## config.mk

```make
export PLATFORM = sky130hd
export DESIGN_NAME = hc3_ctrl
export DESIGN_NICKNAME = d
export VERILOG_FILES = /design/src/hdl/hc3_pkg.sv /design/src/hdl/hc3_uart.sv /design/src/hdl/hc3_ctrl.sv
export SDC_FILE = /design/constraint.sdc
export NUM_CORES = 1
export LEC_CHECK = 0
export BUFFER_PORTS_ARGS = -buffer_cell sky130_fd_sc_hd__buf_4
export CAP_MARGIN = 20
export CELL_PAD_IN_SITES_DETAIL_PLACEMENT = 1
export CELL_PAD_IN_SITES_GLOBAL_PLACEMENT = 2
export CORE_MARGIN = 2
export CORE_UTILIZATION = 43
export DETAILED_ROUTE_END_ITERATION = 8
export PLACE_DENSITY = 0.88
export SLEW_MARGIN = 40
export SYNTH_ARGS = -nofsm -noshare
export SYNTH_HDL_FRONTEND = slang
export SYNTH_SLANG_ARGS = --single-unit
```

## constraint.sdc

```tcl
create_clock -name clock -period 4 [get_ports clock]
set_input_delay 0.2 -clock clock [delete_from_list [all_inputs] [get_ports clock]]
set_output_delay 0.2 -clock clock [all_outputs]
set_load 0.05 [all_outputs]
```

## src/hdl/hc3_pkg.sv

```systemverilog
// Shared constants of the 3D hand controller serial protocol block
package hc3_pkg;
	// Clock and link timing
	localparam int unsigned CLK_HZ          = 20_000_000;
	localparam int unsigned BAUD            = 4800;
	localparam int unsigned BIT_CYCLES_DEF  = CLK_HZ / BAUD;
	localparam int unsigned UNIT_US         = 5000;
	localparam int unsigned TICK_CYCLES_DEF = (CLK_HZ / 1_000_000) * UNIT_US;
	localparam int unsigned KICK_US         = 25000;
	localparam int unsigned DUR_UNIT_US     = 40000;
	localparam int unsigned KICK_TICKS      = KICK_US / UNIT_US;
	localparam int unsigned DUR_TICKS       = DUR_UNIT_US / UNIT_US;

	// Host command characters
	localparam logic [7:0] CH_STAR    = 8'h2A;
	localparam logic [7:0] CH_BANG    = 8'h21;
	localparam logic [7:0] CH_S       = 8'h53;
	localparam logic [7:0] CH_T       = 8'h54;

	// Report headers and lengths
	localparam logic [2:0] HDR_STAT   = 3'h5;
	localparam logic [2:0] HDR_POS    = 3'h4;
	localparam logic [2:0] HDR_DYN    = 3'h6;
	localparam logic [3:0] LEN_STAT   = 4'hC;
	localparam logic [3:0] LEN_POS    = 4'h5;
	localparam logic [3:0] LEN_DYN    = 4'h4;

	// Register byte offsets and reset values
	localparam logic [3:0]  REG_VERSION  = 4'h0;
	localparam logic [3:0]  REG_AXIS_POS = 4'h4;
	localparam logic [3:0]  REG_AXIS_ROT = 4'h8;
	localparam logic [3:0]  REG_STATUS   = 4'hC;
	localparam logic [6:0]  VER_MAJOR_RST = 7'h01;
	localparam logic [6:0]  VER_MINOR_RST = 7'h00;
	localparam logic [23:0] AXIS_POS_RST  = 24'h626868;
	localparam logic [23:0] AXIS_ROT_RST  = 24'h626262;
endpackage : hc3_pkg

```

## src/hdl/hc3_uart.sv

```systemverilog
// Byte serial receiver and transmitter, 8 data bits, 1 stop, no parity
`timescale 1ns/1ps
module hc3_uart #(
	parameter int unsigned BIT_CYCLES = hc3_pkg::BIT_CYCLES_DEF
) (
	// Clock and reset
	input  wire logic       clock,
	input  wire logic       rstn,
	// Serial pins
	input  wire logic       rxd,
	output logic            txd,
	// Received bytes
	output logic [7:0]      rx_data,
	output logic            rx_valid,
	// Bytes to send
	input  wire logic [7:0] tx_data,
	input  wire logic       tx_valid,
	output logic            tx_ready
);
	import hc3_pkg::*;

	localparam int unsigned CW = $clog2(BIT_CYCLES + 1);
	// RULE1 bit time from link rate
	localparam logic [CW-1:0] BIT_LAST = CW'(BIT_CYCLES - 1);
	localparam logic [CW-1:0] BIT_HALF = CW'(BIT_CYCLES / 2);

	logic          rx_meta_reg;
	logic          rx_sync_reg;
	logic          rx_busy_reg;
	logic [CW-1:0] rx_cnt_reg;
	logic [3:0]    rx_bit_reg;
	logic [8:0]    rx_shift_reg;
	logic          tx_busy_reg;
	logic [CW-1:0] tx_cnt_reg;
	logic [3:0]    tx_bit_reg;
	logic [9:0]    tx_shift_reg;

	////////////////////////////////////////////////////////////////
	// Pin synchroniser
	always_ff @(posedge clock or negedge rstn) begin
		if (!rstn) begin
			rx_meta_reg <= 1'b1;
			rx_sync_reg <= 1'b1;
		end else begin
			rx_meta_reg <= rxd;
			rx_sync_reg <= rx_meta_reg;
		end
	end

	////////////////////////////////////////////////////////////////
	// Receiver: start bit checked at mid bit, then one sample per bit
	always_ff @(posedge clock or negedge rstn) begin
		if (!rstn) begin
			rx_busy_reg  <= 1'b0;
			rx_cnt_reg   <= '0;
			rx_bit_reg   <= 4'h0;
			rx_shift_reg <= 9'h000;
			rx_data      <= 8'h00;
			rx_valid     <= 1'b0;
		end else begin
			rx_valid <= 1'b0;
			if (!rx_busy_reg) begin
				if (!rx_sync_reg) begin
					rx_busy_reg <= 1'b1;
					rx_cnt_reg  <= BIT_HALF;
					rx_bit_reg  <= 4'h0;
				end
			end else if (rx_cnt_reg != '0) begin
				rx_cnt_reg <= rx_cnt_reg - 1'b1;
			end else begin
				rx_cnt_reg   <= BIT_LAST;
				rx_shift_reg <= {rx_sync_reg, rx_shift_reg[8:1]};
				rx_bit_reg   <= rx_bit_reg + 4'h1;
				if (rx_bit_reg == 4'h0 && rx_sync_reg) begin
					// Glitch, not a start bit
					rx_busy_reg <= 1'b0;
				end else if (rx_bit_reg == 4'h9) begin
					rx_busy_reg <= 1'b0;
					// Bytes with a broken stop bit are dropped
					if (rx_sync_reg) begin
						rx_data  <= rx_shift_reg[8:1];
						rx_valid <= 1'b1;
					end
				end
			end
		end
	end

	////////////////////////////////////////////////////////////////
	// Transmitter
	assign tx_ready = !tx_busy_reg;

	always_ff @(posedge clock or negedge rstn) begin
		if (!rstn) begin
			tx_busy_reg  <= 1'b0;
			tx_cnt_reg   <= '0;
			tx_bit_reg   <= 4'h0;
			tx_shift_reg <= 10'h3FF;
			txd          <= 1'b1;
		end else if (!tx_busy_reg) begin
			txd <= 1'b1;
			if (tx_valid) begin
				tx_busy_reg  <= 1'b1;
				tx_shift_reg <= {1'b1, tx_data, 1'b0};
				tx_cnt_reg   <= BIT_LAST;
				tx_bit_reg   <= 4'h0;
				txd          <= 1'b0;
			end
		end else if (tx_cnt_reg != '0) begin
			tx_cnt_reg <= tx_cnt_reg - 1'b1;
		end else begin
			tx_cnt_reg   <= BIT_LAST;
			tx_bit_reg   <= tx_bit_reg + 4'h1;
			tx_shift_reg <= {1'b1, tx_shift_reg[9:1]};
			txd          <= tx_shift_reg[1];
			if (tx_bit_reg == 4'h9) begin
				tx_busy_reg <= 1'b0;
				txd         <= 1'b1;
			end
		end
	end
endmodule : hc3_uart

```

## src/hdl/hc3_ctrl.sv

```systemverilog
// Extended 3D mode protocol: command decode, report framing, tactile motor timing
//
// How it works
// RULE1 - Serial link runs at 4800 baud in extended 3D mode.
// RULE2 - Host changes baud only after mode entry characters fully left.
// RULE3 - Static status request in 3D mode returns a 12 byte report.
// RULE4 - Static byte 1 is 101 then zeros; later bytes bit 7 clear; 10-12 zero.
// RULE5 - Static bytes 2 and 3 carry major and minor version, seven bits.
// RULE6 - Bytes 4-9 describe six axes: absolute flag, self centring, zero bit.
// RULE7 - Low nibble of each axis descriptor gives precision bits, 0 to 15.
// RULE8 - Absolute axis sends displacement, unchanged while the axis is still.
// RULE9 - Relative axis sends change since last report, zero when still.
// RULE10 - Position report sent whenever buttons or coordinates changed since last.
// RULE11 - Position report is 5 bytes; header 100, buttons L M R in bits 2-0.
// RULE12 - X and Y are 8 bit values packed across bytes 2 to 4.
// RULE13 - Z, pitch, roll, yaw are 2 bit fields packed in bytes 4 and 5.
// RULE14 - All coordinate fields are two's complement.
// RULE15 - Tactile request: 21h 54h, on-time, off-time, duration; 5 ms units.
// RULE16 - Fifth tactile byte is total burst length in 40 ms steps.
// RULE17 - Burst: 25 ms kickstart plus on-time, then off/on until duration ends.
// RULE18 - No mouse compatible reports while in extended 3D mode.
// RULE19 - Leaving extended 3D mode only through reset.
// RULE20 - Power level tested at burst start; too high sends dynamic report.
// RULE21 - Motor held off while power level is flagged too high.
// RULE22 - Host treats bit 7 set as report start, type in bits 6-5.
//
// Local design decisions: the address-and-strobe port and the register addresses.
`timescale 1ns/1ps
module hc3_ctrl #(
	parameter int unsigned BIT_CYCLES  = hc3_pkg::BIT_CYCLES_DEF,
	parameter int unsigned TICK_CYCLES = hc3_pkg::TICK_CYCLES_DEF
) (
	// Clock and reset
	input  wire logic        clock,
	input  wire logic        rstn,
	// Serial pins
	input  wire logic        rxd,
	output logic             txd,
	// Register port
	input  wire logic [3:0]  reg_addr,
	input  wire logic [31:0] reg_wdata,
	input  wire logic        reg_wr,
	input  wire logic        reg_rd,
	output logic [31:0]      reg_rdata,
	// Sensor samples
	input  wire logic [7:0]  x_pos,
	input  wire logic [7:0]  y_pos,
	input  wire logic [1:0]  z_pos,
	input  wire logic [1:0]  pitch_axis,
	input  wire logic [1:0]  roll_axis,
	input  wire logic [1:0]  yaw_axis,
	input  wire logic [2:0]  buttons,
	// Power pins
	input  wire logic        ext_power_connected,
	input  wire logic        ext_power_too_high,
	// Status
	output logic             extended_3d_mode,
	output logic             mouse_report_enable,
	output logic             motor_on
);
	import hc3_pkg::*;

	typedef enum {P_IDLE, P_STAR, P_BANG, P_ON, P_OFF, P_DUR} hc3_parse_t;
	typedef enum {K_STAT, K_DYN, K_POS} hc3_kind_t;
	typedef enum {S_IDLE, S_SEND} hc3_seq_t;

	localparam int unsigned TW = $clog2(TICK_CYCLES + 1);
	localparam logic [TW-1:0] TICK_LAST = TW'(TICK_CYCLES - 1);

	logic [7:0]  rx_data;
	logic        rx_valid;
	logic        tx_ready;
	logic        tx_valid;
	logic [7:0]  tx_byte;
	hc3_parse_t  parse_reg;
	hc3_kind_t   kind_reg;
	hc3_seq_t    seq_reg;
	logic [3:0]  idx_reg;
	logic [7:0]  on_reg;
	logic [7:0]  off_reg;
	logic        stat_pend_reg;
	logic        dyn_pend_reg;
	logic        burst_go;
	logic [7:0]  dur_byte;
	logic [6:0]  ver_major_reg;
	logic [6:0]  ver_minor_reg;
	logic [23:0] axis_pos_reg;
	logic [23:0] axis_rot_reg;
	logic [1:0]  pwr_meta_reg;
	logic [1:0]  pwr_sync_reg;
	logic        too_high_reg;
	logic        burst_reg;
	logic        phase_on_reg;
	logic [8:0]  phase_left_reg;
	logic [10:0] burst_left_reg;
	logic [TW-1:0] tick_cnt_reg;
	logic        tick;
	logic [7:0]  last_x_reg;
	logic [7:0]  last_y_reg;
	logic [7:0]  last_rot_reg;
	logic [1:0]  last_z_reg;
	logic [2:0]  last_btn_reg;
	logic [36:0] snap_reg;
	logic        moved;
	logic [36:0] enc_next;

	hc3_uart #(
		.BIT_CYCLES (BIT_CYCLES)
	) u_uart (
		.clock    (clock),
		.rstn     (rstn),
		.rxd      (rxd),
		.txd      (txd),
		.rx_data  (rx_data),
		.rx_valid (rx_valid),
		.tx_data  (tx_byte),
		.tx_valid (tx_valid),
		.tx_ready (tx_ready)
	);

	////////////////////////////////////////////////////////////////
	// Register port
	always_ff @(posedge clock or negedge rstn) begin
		if (!rstn) begin
			ver_major_reg <= VER_MAJOR_RST;
			ver_minor_reg <= VER_MINOR_RST;
			axis_pos_reg  <= AXIS_POS_RST;
			axis_rot_reg  <= AXIS_ROT_RST;
		end else if (reg_wr) begin
			unique case (reg_addr)
				REG_VERSION: begin
					ver_major_reg <= reg_wdata[6:0];
					ver_minor_reg <= reg_wdata[14:8];
				end
				REG_AXIS_POS: axis_pos_reg <= reg_wdata[23:0];
				REG_AXIS_ROT: axis_rot_reg <= reg_wdata[23:0];
				default: ;
			endcase
		end
	end

	always_ff @(posedge clock or negedge rstn) begin
		if (!rstn) begin
			reg_rdata <= 32'h00000000;
		end else if (reg_rd) begin
			unique case (reg_addr)
				REG_VERSION:  reg_rdata <= {17'h00000, ver_minor_reg, 1'b0, ver_major_reg};
				REG_AXIS_POS: reg_rdata <= {8'h00, axis_pos_reg};
				REG_AXIS_ROT: reg_rdata <= {8'h00, axis_rot_reg};
				REG_STATUS:   reg_rdata <= {27'h0000000, pwr_sync_reg[0], too_high_reg,
					burst_reg, motor_on, extended_3d_mode};
				default:      reg_rdata <= 32'h00000000;
			endcase
		end else begin
			reg_rdata <= 32'h00000000;
		end
	end

	////////////////////////////////////////////////////////////////
	// Command decoder
	always_ff @(posedge clock or negedge rstn) begin
		if (!rstn) begin
			parse_reg        <= P_IDLE;
			extended_3d_mode <= 1'b0;
			on_reg           <= 8'h00;
			off_reg          <= 8'h00;
		end else if (rx_valid) begin
			unique case (parse_reg)
				P_IDLE: begin
					if (!extended_3d_mode && rx_data == CH_STAR) begin
						parse_reg <= P_STAR;
					end else if (extended_3d_mode && rx_data == CH_BANG) begin
						parse_reg <= P_BANG;
					end
				end
				P_STAR: begin
					// RULE19 set only
					if (rx_data == CH_S) begin
						extended_3d_mode <= 1'b1;
					end
					parse_reg <= P_IDLE;
				end
				P_BANG: begin
					// RULE15 second byte
					parse_reg <= (rx_data == CH_T) ? P_ON : P_IDLE;
				end
				P_ON: begin
					on_reg    <= rx_data;
					parse_reg <= P_OFF;
				end
				P_OFF: begin
					off_reg   <= rx_data;
					parse_reg <= P_DUR;
				end
				P_DUR: parse_reg <= P_IDLE;
			endcase
		end
	end

	// RULE15 fifth byte starts burst
	assign burst_go = rx_valid && parse_reg == P_DUR;
	assign dur_byte = rx_data;

	// RULE18 mouse reports off
	assign mouse_report_enable = !extended_3d_mode;

	////////////////////////////////////////////////////////////////
	// Power level pins and over-level flag
	always_ff @(posedge clock or negedge rstn) begin
		if (!rstn) begin
			pwr_meta_reg <= 2'b00;
			pwr_sync_reg <= 2'b00;
		end else begin
			pwr_meta_reg <= {ext_power_too_high, ext_power_connected};
			pwr_sync_reg <= pwr_meta_reg;
		end
	end

	// RULE20 tested at burst start
	always_ff @(posedge clock or negedge rstn) begin
		if (!rstn) begin
			too_high_reg <= 1'b0;
		end else if (burst_go) begin
			too_high_reg <= pwr_sync_reg[1] && pwr_sync_reg[0];
		end else if (!pwr_sync_reg[0]) begin
			too_high_reg <= 1'b0;
		end
	end

	////////////////////////////////////////////////////////////////
	// Tactile burst timing in 5 ms ticks
	assign tick = burst_reg && tick_cnt_reg == '0;

	always_ff @(posedge clock or negedge rstn) begin
		if (!rstn) begin
			tick_cnt_reg <= '0;
		end else if (burst_go || tick) begin
			tick_cnt_reg <= TICK_LAST;
		end else if (burst_reg) begin
			tick_cnt_reg <= tick_cnt_reg - 1'b1;
		end
	end

	always_ff @(posedge clock or negedge rstn) begin
		if (!rstn) begin
			burst_reg      <= 1'b0;
			phase_on_reg   <= 1'b0;
			phase_left_reg <= 9'h000;
			burst_left_reg <= 11'h000;
		end else if (burst_go) begin
			// RULE16 duration in 40 ms steps
			burst_left_reg <= 11'(dur_byte * DUR_TICKS);
			// RULE17 kickstart plus first on-time
			phase_left_reg <= 9'(on_reg + KICK_TICKS);
			phase_on_reg   <= 1'b1;
			// RULE21 no burst when over-level
			burst_reg      <= dur_byte != 8'h00 &&
				!(pwr_sync_reg[1] && pwr_sync_reg[0]);
		end else if (tick) begin
			burst_left_reg <= burst_left_reg - 11'h001;
			// RULE17 ends after total duration
			if (burst_left_reg <= 11'h001) begin
				burst_reg    <= 1'b0;
				phase_on_reg <= 1'b0;
			end else if (phase_left_reg <= 9'h001) begin
				// RULE17 alternate off and on
				if (phase_on_reg && off_reg != 8'h00) begin
					phase_on_reg   <= 1'b0;
					phase_left_reg <= {1'b0, off_reg};
				end else begin
					phase_on_reg   <= 1'b1;
					phase_left_reg <= {1'b0, on_reg};
				end
			end else begin
				phase_left_reg <= phase_left_reg - 9'h001;
			end
		end
	end

	// RULE21 motor held off
	assign motor_on = burst_reg && phase_on_reg && !too_high_reg;

	////////////////////////////////////////////////////////////////
	// Movement detection and coordinate encoding
	// RULE10 compare with last report
	assign moved = buttons != last_btn_reg || x_pos != last_x_reg ||
		y_pos != last_y_reg || z_pos != last_z_reg ||
		{pitch_axis, roll_axis, yaw_axis} != last_rot_reg[5:0];

	// Relative fields wrap rather than saturate; the host sees small steps only
	function automatic logic [7:0] axis_val(input logic abs_axis,
		input logic [7:0] cur, input logic [7:0] last);
		// RULE8 absolute tracks position
		// RULE9 relative sends change
		axis_val = abs_axis ? cur : 8'(cur - last);
	endfunction : axis_val

	always_comb begin
		enc_next[36:34] = buttons;
		enc_next[33:26] = axis_val(axis_pos_reg[6], x_pos, last_x_reg);
		enc_next[25:18] = axis_val(axis_pos_reg[14], y_pos, last_y_reg);
		enc_next[17:10] = axis_val(axis_pos_reg[22], {{6{z_pos[1]}}, z_pos},
			{{6{last_z_reg[1]}}, last_z_reg});
		enc_next[9:8]   = 2'(axis_val(axis_rot_reg[6], {{6{pitch_axis[1]}}, pitch_axis},
			{{6{last_rot_reg[5]}}, last_rot_reg[5:4]}));
		enc_next[7:6]   = 2'(axis_val(axis_rot_reg[14], {{6{roll_axis[1]}}, roll_axis},
			{{6{last_rot_reg[3]}}, last_rot_reg[3:2]}));
		enc_next[5:4]   = 2'(axis_val(axis_rot_reg[22], {{6{yaw_axis[1]}}, yaw_axis},
			{{6{last_rot_reg[1]}}, last_rot_reg[1:0]}));
		enc_next[3:0]   = 4'h0;
	end

	////////////////////////////////////////////////////////////////
	// Report sequencer: static first, then dynamic, then position
	always_ff @(posedge clock or negedge rstn) begin
		if (!rstn) begin
			stat_pend_reg <= 1'b0;
			dyn_pend_reg  <= 1'b0;
		end else begin
			// A new request in the launch cycle still counts
			if (rx_valid && parse_reg == P_BANG && rx_data == CH_S) begin
				stat_pend_reg <= 1'b1;
			end else if (seq_reg == S_IDLE) begin
				stat_pend_reg <= 1'b0;
			end
			// RULE20 dynamic report
			if (burst_go && pwr_sync_reg[1] && pwr_sync_reg[0]) begin
				dyn_pend_reg <= 1'b1;
			end else if (seq_reg == S_IDLE && !stat_pend_reg) begin
				dyn_pend_reg <= 1'b0;
			end
		end
	end

	always_ff @(posedge clock or negedge rstn) begin
		if (!rstn) begin
			seq_reg      <= S_IDLE;
			kind_reg     <= K_POS;
			idx_reg      <= 4'h0;
			snap_reg     <= '0;
			last_x_reg   <= 8'h00;
			last_y_reg   <= 8'h00;
			last_z_reg   <= 2'b00;
			last_rot_reg <= 8'h00;
			last_btn_reg <= 3'b000;
		end else begin
			unique case (seq_reg)
				S_IDLE: begin
					idx_reg <= 4'h0;
					if (stat_pend_reg) begin
						// RULE3 send static
						kind_reg <= K_STAT;
						seq_reg  <= S_SEND;
					end else if (dyn_pend_reg) begin
						kind_reg <= K_DYN;
						seq_reg  <= S_SEND;
					end else if (extended_3d_mode && moved) begin
						// RULE10 send on change
						kind_reg     <= K_POS;
						seq_reg      <= S_SEND;
						snap_reg     <= enc_next;
						last_x_reg   <= x_pos;
						last_y_reg   <= y_pos;
						last_z_reg   <= z_pos;
						last_rot_reg <= {2'b00, pitch_axis, roll_axis, yaw_axis};
						last_btn_reg <= buttons;
					end
				end
				S_SEND: begin
					if (tx_ready) begin
						idx_reg <= idx_reg + 4'h1;
						if (idx_reg == report_len(kind_reg) - 4'h1) begin
							seq_reg <= S_IDLE;
						end
					end
				end
			endcase
		end
	end

	function automatic logic [3:0] report_len(input hc3_kind_t k);
		unique case (k)
			K_STAT: report_len = LEN_STAT;
			K_DYN:  report_len = LEN_DYN;
			K_POS:  report_len = LEN_POS;
		endcase
	endfunction : report_len

	// RULE6 descriptor layout
	// RULE7 precision nibble
	function automatic logic [7:0] desc(input logic [7:0] d);
		desc = {1'b0, d[6:5], 1'b0, d[3:0]};
	endfunction : desc

	////////////////////////////////////////////////////////////////
	// Report byte selection
	assign tx_valid = seq_reg == S_SEND;

	always_comb begin
		tx_byte = 8'h00;
		unique case (kind_reg)
			K_STAT: begin
				// RULE4 header and zero tail
				unique case (idx_reg)
					4'h0: tx_byte = {HDR_STAT, 5'h00};
					// RULE5 version bytes
					4'h1: tx_byte = {1'b0, ver_major_reg};
					4'h2: tx_byte = {1'b0, ver_minor_reg};
					4'h3: tx_byte = desc(axis_pos_reg[7:0]);
					4'h4: tx_byte = desc(axis_pos_reg[15:8]);
					4'h5: tx_byte = desc(axis_pos_reg[23:16]);
					4'h6: tx_byte = desc(axis_rot_reg[7:0]);
					4'h7: tx_byte = desc(axis_rot_reg[15:8]);
					4'h8: tx_byte = desc(axis_rot_reg[23:16]);
					default: tx_byte = 8'h00;
				endcase
			end
			K_DYN: begin
				if (idx_reg == 4'h0) begin
					tx_byte = {HDR_DYN, 3'h0, too_high_reg, pwr_sync_reg[0]};
				end
			end
			K_POS: begin
				// RULE11 header and buttons
				// RULE12 X and Y packing
				// RULE13 small axis packing
				// RULE14 two's complement fields
				unique case (idx_reg)
					4'h0: tx_byte = {HDR_POS, 2'b00, snap_reg[36:34]};
					4'h1: tx_byte = {1'b0, snap_reg[33:27]};
					4'h2: tx_byte = {1'b0, snap_reg[26], snap_reg[25:20]};
					4'h3: tx_byte = {1'b0, snap_reg[19:18], snap_reg[11:10],
						snap_reg[9:8], snap_reg[7]};
					4'h4: tx_byte = {1'b0, snap_reg[6], snap_reg[5:4], 4'h0};
					default: tx_byte = 8'h00;
				endcase
			end
		endcase
	end
endmodule : hc3_ctrl

```

==> results of run 1 <==
layer usage:
layer  up-vias  share of wire (%)  wire length [um]
met2       225                 49             19140
met3        69                3.7              1438
met1      5568                 45             17310
met5         -                  0                 0
met4         0                2.6              1010
li1       5104                  -                 -
worst max-delay path by stage:
| stage | to | startpoint | slack (ns) | cells past startpoint |
|---|---|---|---|---|
| after floorplan | u_uart.rx_data[0]$_DFFE_PN0P_ | u_uart.rx_cnt_reg[0]$_DFFE_PN0P_ | 1.46 | 8 |
| after global placement | last_x_reg[4]$_DFFE_PN0P_ | last_x_reg[4]$_DFFE_PN0P_ | 1.10 | 8 |
| after detailed placement | u_uart.tx_shift_reg[7]$_DFFE_PN1P_ | u_uart.tx_cnt_reg[0]$_DFFE_PN0P_ | 0.97 | 7 |
| after CTS | u_uart.tx_shift_reg[7]$_DFFE_PN1P_ | u_uart.tx_cnt_reg[0]$_DFFE_PN0P_ | 0.93 | 7 |
| after global routing | snap_reg[8]$_DFFE_PN0P_ | last_x_reg[4]$_DFFE_PN0P_ | 0.88 | 10 |
| final | last_x_reg[5]$_DFFE_PN0P_ | last_x_reg[4]$_DFFE_PN0P_ | 1.03 | 8 |
logic make-up (layout without fill, tap and decap cells):
group | Yosys count | in the layout | synth area share [%]
AOI/OAI and AO/OA | 304 | 304 | 14.21
xor gates and xnor gates | 70 | 70 | 4.377
adders and majority gates | 40 | 40 | 3.680
buffers and inverters | 122 | 271 | 3.564
DFF | 274 | 274 | 49.22
muxes | 131 | 131 | 10.60
other | 1 | 9 | 0.02677
and+or+nand+nor | 412 | 412 | 14.32
cell type report:
type | instances | area, sq um
multi-input combinational | 965 | 6683
tap | 442 | 553.0
sequential | 274 | 6898
inverter | 48 | 180.2
clock inverter | 12 | 206.4
timing repair buffer | 165 | 1441
antenna | 1 | 2.502
clock buffer | 46 | 892.1
fill | 3530 | 15430
critical path, stage by stage (launching register included):
cell	delay, ns
dfrtp_1	0.34
inv_1	0.05
ha_1	0.38
nand4_1	0.16
nor4_1	0.38
nand4_1	0.34
nand3_2	0.50
buf_12	0.29
mux2_2	0.37
report_power, final:
part	switching, mW	total [mW]	internal, mW
combinational	0.274	0.564	0.290
clock	1.19	3.06	1.87
sequential	0.162	3.12	2.96
synth_stat cells, types with 15 or more instances:
master and number:
nand3_1 16, inv_1 48, xnor2_1 38, nand2b_1 15, nand2_1 128, nor4_1 15
dfstp_2 31, dfrtp_1 243, xor2_1 32, a22oi_1 21, clkbuf_1 54, a211oi_1 17
nor2b_1 18, o21ai_0 91, mux2_2 115, a222oi_1 19, a21oi_1 61, nor2_1 116
nor3_1 37, ha_1 38
what timing repair did:
item | 4_1_cts | 5_1_grt
buffers inserted | 0 | 0
hold buffers | 55 | 0
endpoints found under the hold margin | 246 | 0
resized for setup | 0 | 0
cell usage in the layout (no fill, tap or decap), types with 7 or more instances in the layout:
| cell | Yosys | final |
|---|---|---|
| dfstp_2 | 31 | 31 |
| dfrtp_1 | 243 | 241 |
| mux2_2 | 115 | 115 |
| clkbuf_16 | 0 | 31 |
| or3_1 | 10 | 10 |
| nor2b_1 | 18 | 18 |
| o21ai_0 | 91 | 91 |
| nor3_1 | 37 | 34 |
| mux2i_1 | 10 | 10 |
| and2_1 | 7 | 7 |
| nand4_1 | 13 | 13 |
| a21oi_1 | 61 | 61 |
| nand3_1 | 16 | 15 |
| dlygate4sd3_1 | 0 | 55 |
| inv_1 | 48 | 48 |
| a222oi_1 | 19 | 19 |
| xnor2_1 | 38 | 38 |
| ha_1 | 38 | 35 |
| a22o_1 | 13 | 13 |
| a31oi_1 | 14 | 14 |
| a22oi_1 | 21 | 21 |
| conb_1 | 1 | 8 |
| a221oi_1 | 13 | 13 |
| xor2_1 | 32 | 32 |
| nor2_1 | 116 | 116 |
| clkbuf_1 | 54 | 9 |
| a211oi_1 | 17 | 17 |
| nor4_1 | 15 | 14 |
| buf_4 | 8 | 105 |
| nand2_1 | 128 | 128 |
| nand2b_1 | 15 | 15 |
metrics by stage:
| stage | setup WS, ns | hold WS (ns) |
|---|---|---|
| 2_1_floorplan | 1.463 | -0.09559 |
| 3_3_place_gp | 1.097 | 0.3082 |
| 3_5_place_dp | 0.9651 | 0.1225 |
| 4_1_cts | 0.9290 | 0.1255 |
| 5_1_grt | 0.8760 | 0.1358 |
| 6_report | 1.029 | 0.1263 |
==> results.md, run 1 <==
* Die Wd at 184.5 um
* Clock tree from TritonCTS: built
* Final Critical Period at 2.971 ns
* Clock slew seen by the registers of the worst setup and hold paths at 0.06 ns
* Worst vdd ir at 0.3433 mV
* CTS sink cnt at 274
* Number of buffers on the longest clock path at 3
* Maximum fanout count along the critical path at 48
* Synth warn at 0
* Leakage power of the design at 7.559 nW
* Critical path data arrival time at 3.43 ns
* Final core utilization at 52.20%
* Clock tree root buffer cell: clkbuf_16
* HPWL Detailed at 25430 um
* Pre-Repair DR Iteration Count at 8
* Met3 demand-to-capacity share in global routing at 2.865%
* Tightest Pin Transition at 0.8484 ns
* Post-layout nets at 1595
* Depth of the CTS H-tree at 1
* Routability congestion estimate from global placement at 0.8114
* Synth unique cells at 71
* Maximum number of pins on one net before global-route repair at 88
* Post-Syn Instances at 1354
* Fin area at 16860 sq um
* Area delta synth->final at 20.33%
* Final routed wire length divided by cell count at 19.92 um
* Number of top-level design ports at 106
* Sequential share of the synthesized area at 49.22%
* Accumulated negative setup slack at 0 ns
* Met2 usage at 40.39%
* Layer with the highest usage after global routing: met2
* DP Cell Count at 1839
* Die height at 184.5 um
* Residual overflow from global routing at 0
* Via count of the first global-routing pass at 11810
* Antenna Nets Post-Route at 0
* Achievable clock frequency at 0.3366 GHz
* Floorplan core area at 32290 sq um
* Number of design rule violations left after detail routing at 0
* Per-instance average area after synthesis at 10.35 sq um
* Worst flop-to-flop path endpoint: last_x_reg[5]$_DFFE_PN0P_
* Setup repair after global routing missed its margin: no
* Antenna violations before repair at 1
* Total power after layout at 6.747 mW
* Worst-case reg-to-reg path depth at 8
* Vias post-DR at 10970
* Area share of the largest cell type after synthesis at 43.41%
* M1 GR Usage at 31.36%
* Ratio of cells with drive above 1 in the final layout at 22.05%
* MaxCap Viol Count at 0
* Startpoint type of the worst setup path: flop
* Hold violation count in the final report at 0
* Worst Setup Path Type: flop to flop
* GRT Util Overall at 23.47%
* Mean number of vias per cell at 5.615
* Effective utilization at floorplan at 43.39%
* Setup violation total in the final timing report at 0
* Reg-to-reg slack, setup at 1.03 ns
* Slew Limit Headroom at 43.30%
* Finished Layout Cells at 1953
* Top post-synthesis cells by area: dfrtp_1, mux2_2, dfstp_2
* Count of flip-flops with a built-in enable after synthesis at 0
* Worst reg2reg startpoint: last_x_reg[4]$_DFFE_PN0P_
* Synth async-reset ratio at 100.0%
* Min-delay worst type: input port to async pin
* Total clock buffers created by CTS at 31
* Status: completed
* Core Rows at 66
* Required @ worst endpoint at 4.46 ns
* Power density over the cells at 400.3 nW/um^2
* Main synth FF type: dfrtp_1
* Die ar. at 34040 sq um
* Max-slew violation count at 0
* Register bit count reported by yosys at 274
* Endpoint type of the worst setup path: flop
* Wire length of the first global-routing pass at 63670 um
* Post-synthesis cell type with the largest combined area: dfrtp_1
* Routed wire length at 38900 um
* Cell Area, Synth at 14010 sq um
* Clock latency at the later pin of the worst-skew pair at 0.58 ns
* Skew final at 0.01965 ns
* Final cycle utilization of the critical path at 74.27%
* Number of design-rule violations left by the first detailed-router iteration at 598
* Number of I/O port buffers at 89
* Post-DP Area at 15200 sq um
(Power assumes the default switching activity.)
==> run 2: changes to the inputs <==
--- a/config.mk
+++ b/config.mk
@@ -10,9 +10,9 @@
 export CELL_PAD_IN_SITES_DETAIL_PLACEMENT = 1
 export CELL_PAD_IN_SITES_GLOBAL_PLACEMENT = 2
 export CORE_MARGIN = 2
-export CORE_UTILIZATION = 43
+export CORE_UTILIZATION = 40
 export DETAILED_ROUTE_END_ITERATION = 8
-export PLACE_DENSITY = 0.88
+export PLACE_DENSITY = 0.83
 export SLEW_MARGIN = 40
 export SYNTH_ARGS = -nofsm -noshare
 export SYNTH_HDL_FRONTEND = slang
==> constraint.sdc (replaced) <==
create_clock -name clock -period 3 [get_ports clock]
set_input_delay 0.15 -clock clock [delete_from_list [all_inputs] [get_ports clock]]
set_output_delay 0.15 -clock clock [all_outputs]
set_load 0.05 [all_outputs]
==> run 2 against run 1 <==
Net effect:
- hold slack improved by 0.080 ns
- register-to-register slack got worse by 0.76 ns
- combinational power rose by 30%
- sequential power up 34%
- count of clock-buffer cells in the layout is 4 higher
- critical path depth did not move
- clock power is 33% higher
- first-iteration DRC count down 15%
- sequential share of layout area decreased by 0.18 points
- via count down 0.79%
==> results.md, run 2 (same netlist as run 1, synthesis figures left out) <==
* Mean number of vias per cell at 5.494
* Via count of the first global-routing pass at 11580
* Die height at 191.1 um
* Setup violation total in the final timing report at 0
* Status: completed
* Setup repair after global routing missed its margin: no
* Clock latency at the later pin of the worst-skew pair at 0.51 ns
* Most frequent cells in the layout: dfrtp_1, nand2_1, buf_4
* Post-layout nets at 1610
* Clock tree from TritonCTS: built
* Clock tree root buffer cell: clkbuf_16
* Routed wire length at 37930 um
* Final Critical Period at 2.730 ns
* Number of design rule violations left after detail routing at 0
* Antenna Nets Post-Route at 0
* Effective utilization at floorplan at 40.55%
* GRT Util Overall at 21.20%
* Accumulated negative setup slack at 0 ns
* Pre-CTS worst setup slack at 0.2599 ns
* Wire length of the first global-routing pass at 61810 um
* Vias post-DR at 10880
* Required @ worst endpoint at 3.39 ns
* Die Wd at 191.1 um
* Final cycle utilization of the critical path at 90.99%
* Critical path data arrival time at 3.12 ns
* Area delta synth->final at 20.85%
* Hold violation count in the final report at 0
* Post-DP Area at 15290 sq um
* Ratio of cells with drive above 1 in the final layout at 22.19%
* Internal Power at 6.812 mW
* Core Rows at 68
* DP Cell Count at 1864
* Register cell area after layout at 6897 sq um
* Met3 demand-to-capacity share in global routing at 2.956%
* Floorplan core area at 34540 sq um
* Skew final at 0.01656 ns
* Antenna violations before repair at 2
* Depth of the CTS H-tree at 2
* Slew Limit Headroom at 43.38%
* Commonest non-fill, non-tap cell in the layout: dfrtp_1
* Sw Ratio at 23.98%
* Die ar. at 36530 sq um
* Power density over the cells at 529.3 nW/um^2
* MaxCap Viol Count at 0
* Met2 usage at 35.60%
* Min-delay worst type: input port to async pin
* Startpoint type of the worst setup path: flop
* Total clock buffers created by CTS at 34
* Leakage power of the design at 7.615 nW
* Portion of total power attributed to sequential cells at 46.5%
* Tightest Pin Transition at 0.8493 ns
* Pre-Repair DR Iteration Count at 7
* Endpoint type of the worst setup path: flop
* # resized after CTS at 0
* Fin area at 16930 sq um
* Layer with the highest usage after global routing: met2
* Final routed wire length divided by cell count at 19.16 um
* CTS sink cnt at 274
* Number of top-level design ports at 106
* Maximum fanout count along the critical path at 8
* Clock share of power at 45.3%
* Gate power share at 8.2%
* Routability congestion estimate from global placement at 0.8041
* Worst Setup Path Type: flop to flop
* M1 GR Usage at 28.48%
* Achievable clock frequency at 0.3663 GHz
* Area of the multi-input gates at 6668 sq um
* Net switching power of the design at 2.148 mW
* Setup ws final at 0.2703 ns
* Worst vdd ir at 0.3873 mV
* Filler Cell Count at 3820
* Maximum number of pins on one net before global-route repair at 85
* Number of design-rule violations left by the first detailed-router iteration at 508
* Number of buffers on the longest clock path at 3
* Residual overflow from global routing at 0
* HPWL Detailed at 25800 um
* Number of I/O port buffers at 89
* Clock slew seen by the registers of the worst setup and hold paths at 0.06 ns
* Max-slew violation count at 0
* Finished Layout Cells at 1980
## run 2: cell count changes in the layout (fill, tap and decap cells not counted), sizes merged
cell,previous run,this run
buf,110,122
clkbuf,46,50
bufinv,5,3
clkinvlp,1,0
diode,1,2
## run 2: worst paths after layout
path | slack, ns | end | cells past startpoint | from
worst max-delay path | 0.27 | u_uart.rx_data[6]$_DFFE_PN0P_ | 8 | u_uart.rx_cnt_reg[0]$_DFFE_PN0P_
worst min-delay path | 0.21 | phase_left_reg[2]$_DFFE_PN0P_ | 2 | rstn
worst max register to register | 0.27 | u_uart.rx_data[6]$_DFFE_PN0P_ | 8 | u_uart.rx_cnt_reg[0]$_DFFE_PN0P_
worst min register to register | 0.36 | u_uart.rx_sync_reg$_DFF_PN1_ | 0 | u_uart.rx_meta_reg$_DFF_PN1_
max in group asynchronous | 1.90 | axis_pos_reg[11]$_DFFE_PN1P_ | 3 | rstn
min in group clock | 0.22 | axis_rot_reg[23]$_DFFE_PN0P_ | 3 | reg_wr
## run 2: worst max-delay path: stages, from the launching register on
cell and delay [ns]:
dfrtp_1 0.42, inv_1 0.07, ha_1 0.18, or4b_4 0.50
or4b_4 0.53, nor3_4 0.22, nand2_4 0.10, nor2_8 0.22
mux2_2 0.36
## run 2: per-layer routing
metal	vias to the layer above	share of wire, %
met5	-	0
met4	0	2.5
met3	72	3.1
met2	177	48
met1	5481	46
li1	5149	-
## run 2: final cells by class
type                    count  area share, %
clock buffers              50          5.684
repair buffers            177          9.002
multi-input cells         965          39.39
clock inverters             9         0.7317
flip-flops and latches    274          40.74
inverters                  48          1.064
diodes                      2        0.02956
well taps                 455          3.363
## run 2: metrics by stage
stage | hold WS, ns | util [%] | power (mW)
after floorplan | -0.1456 | - | 4.565
after global placement | 0.1694 | 44.24 | 4.866
after CTS | 0.2200 | 48.99 | 9.065
after global routing | 0.2496 | 49.01 | 9.304
final | 0.2060 | 49.01 | 8.961
after detailed placement | 0.1707 | 44.25 | 4.904
## run 2: repair_timing
| action | 4_1_cts | 5_1_grt |
|---|---|---|
| setup buffers | 0 | 0 |
| endpoints found under the setup margin | 0 | 0 |
| hold buffers | 55 | 0 |
| endpoints found under the hold margin | 172 | 0 |
## run 2: power groups by stage
stage,sequential [mW],clock [mW],combinational (mW)
after floorplan,4.12,0,0.443
after global placement,4.21,0,0.658
final,4.17,4.06,0.734
after CTS,4.16,4.16,0.744
after detailed placement,4.22,0,0.680
after global routing,4.20,4.30,0.808
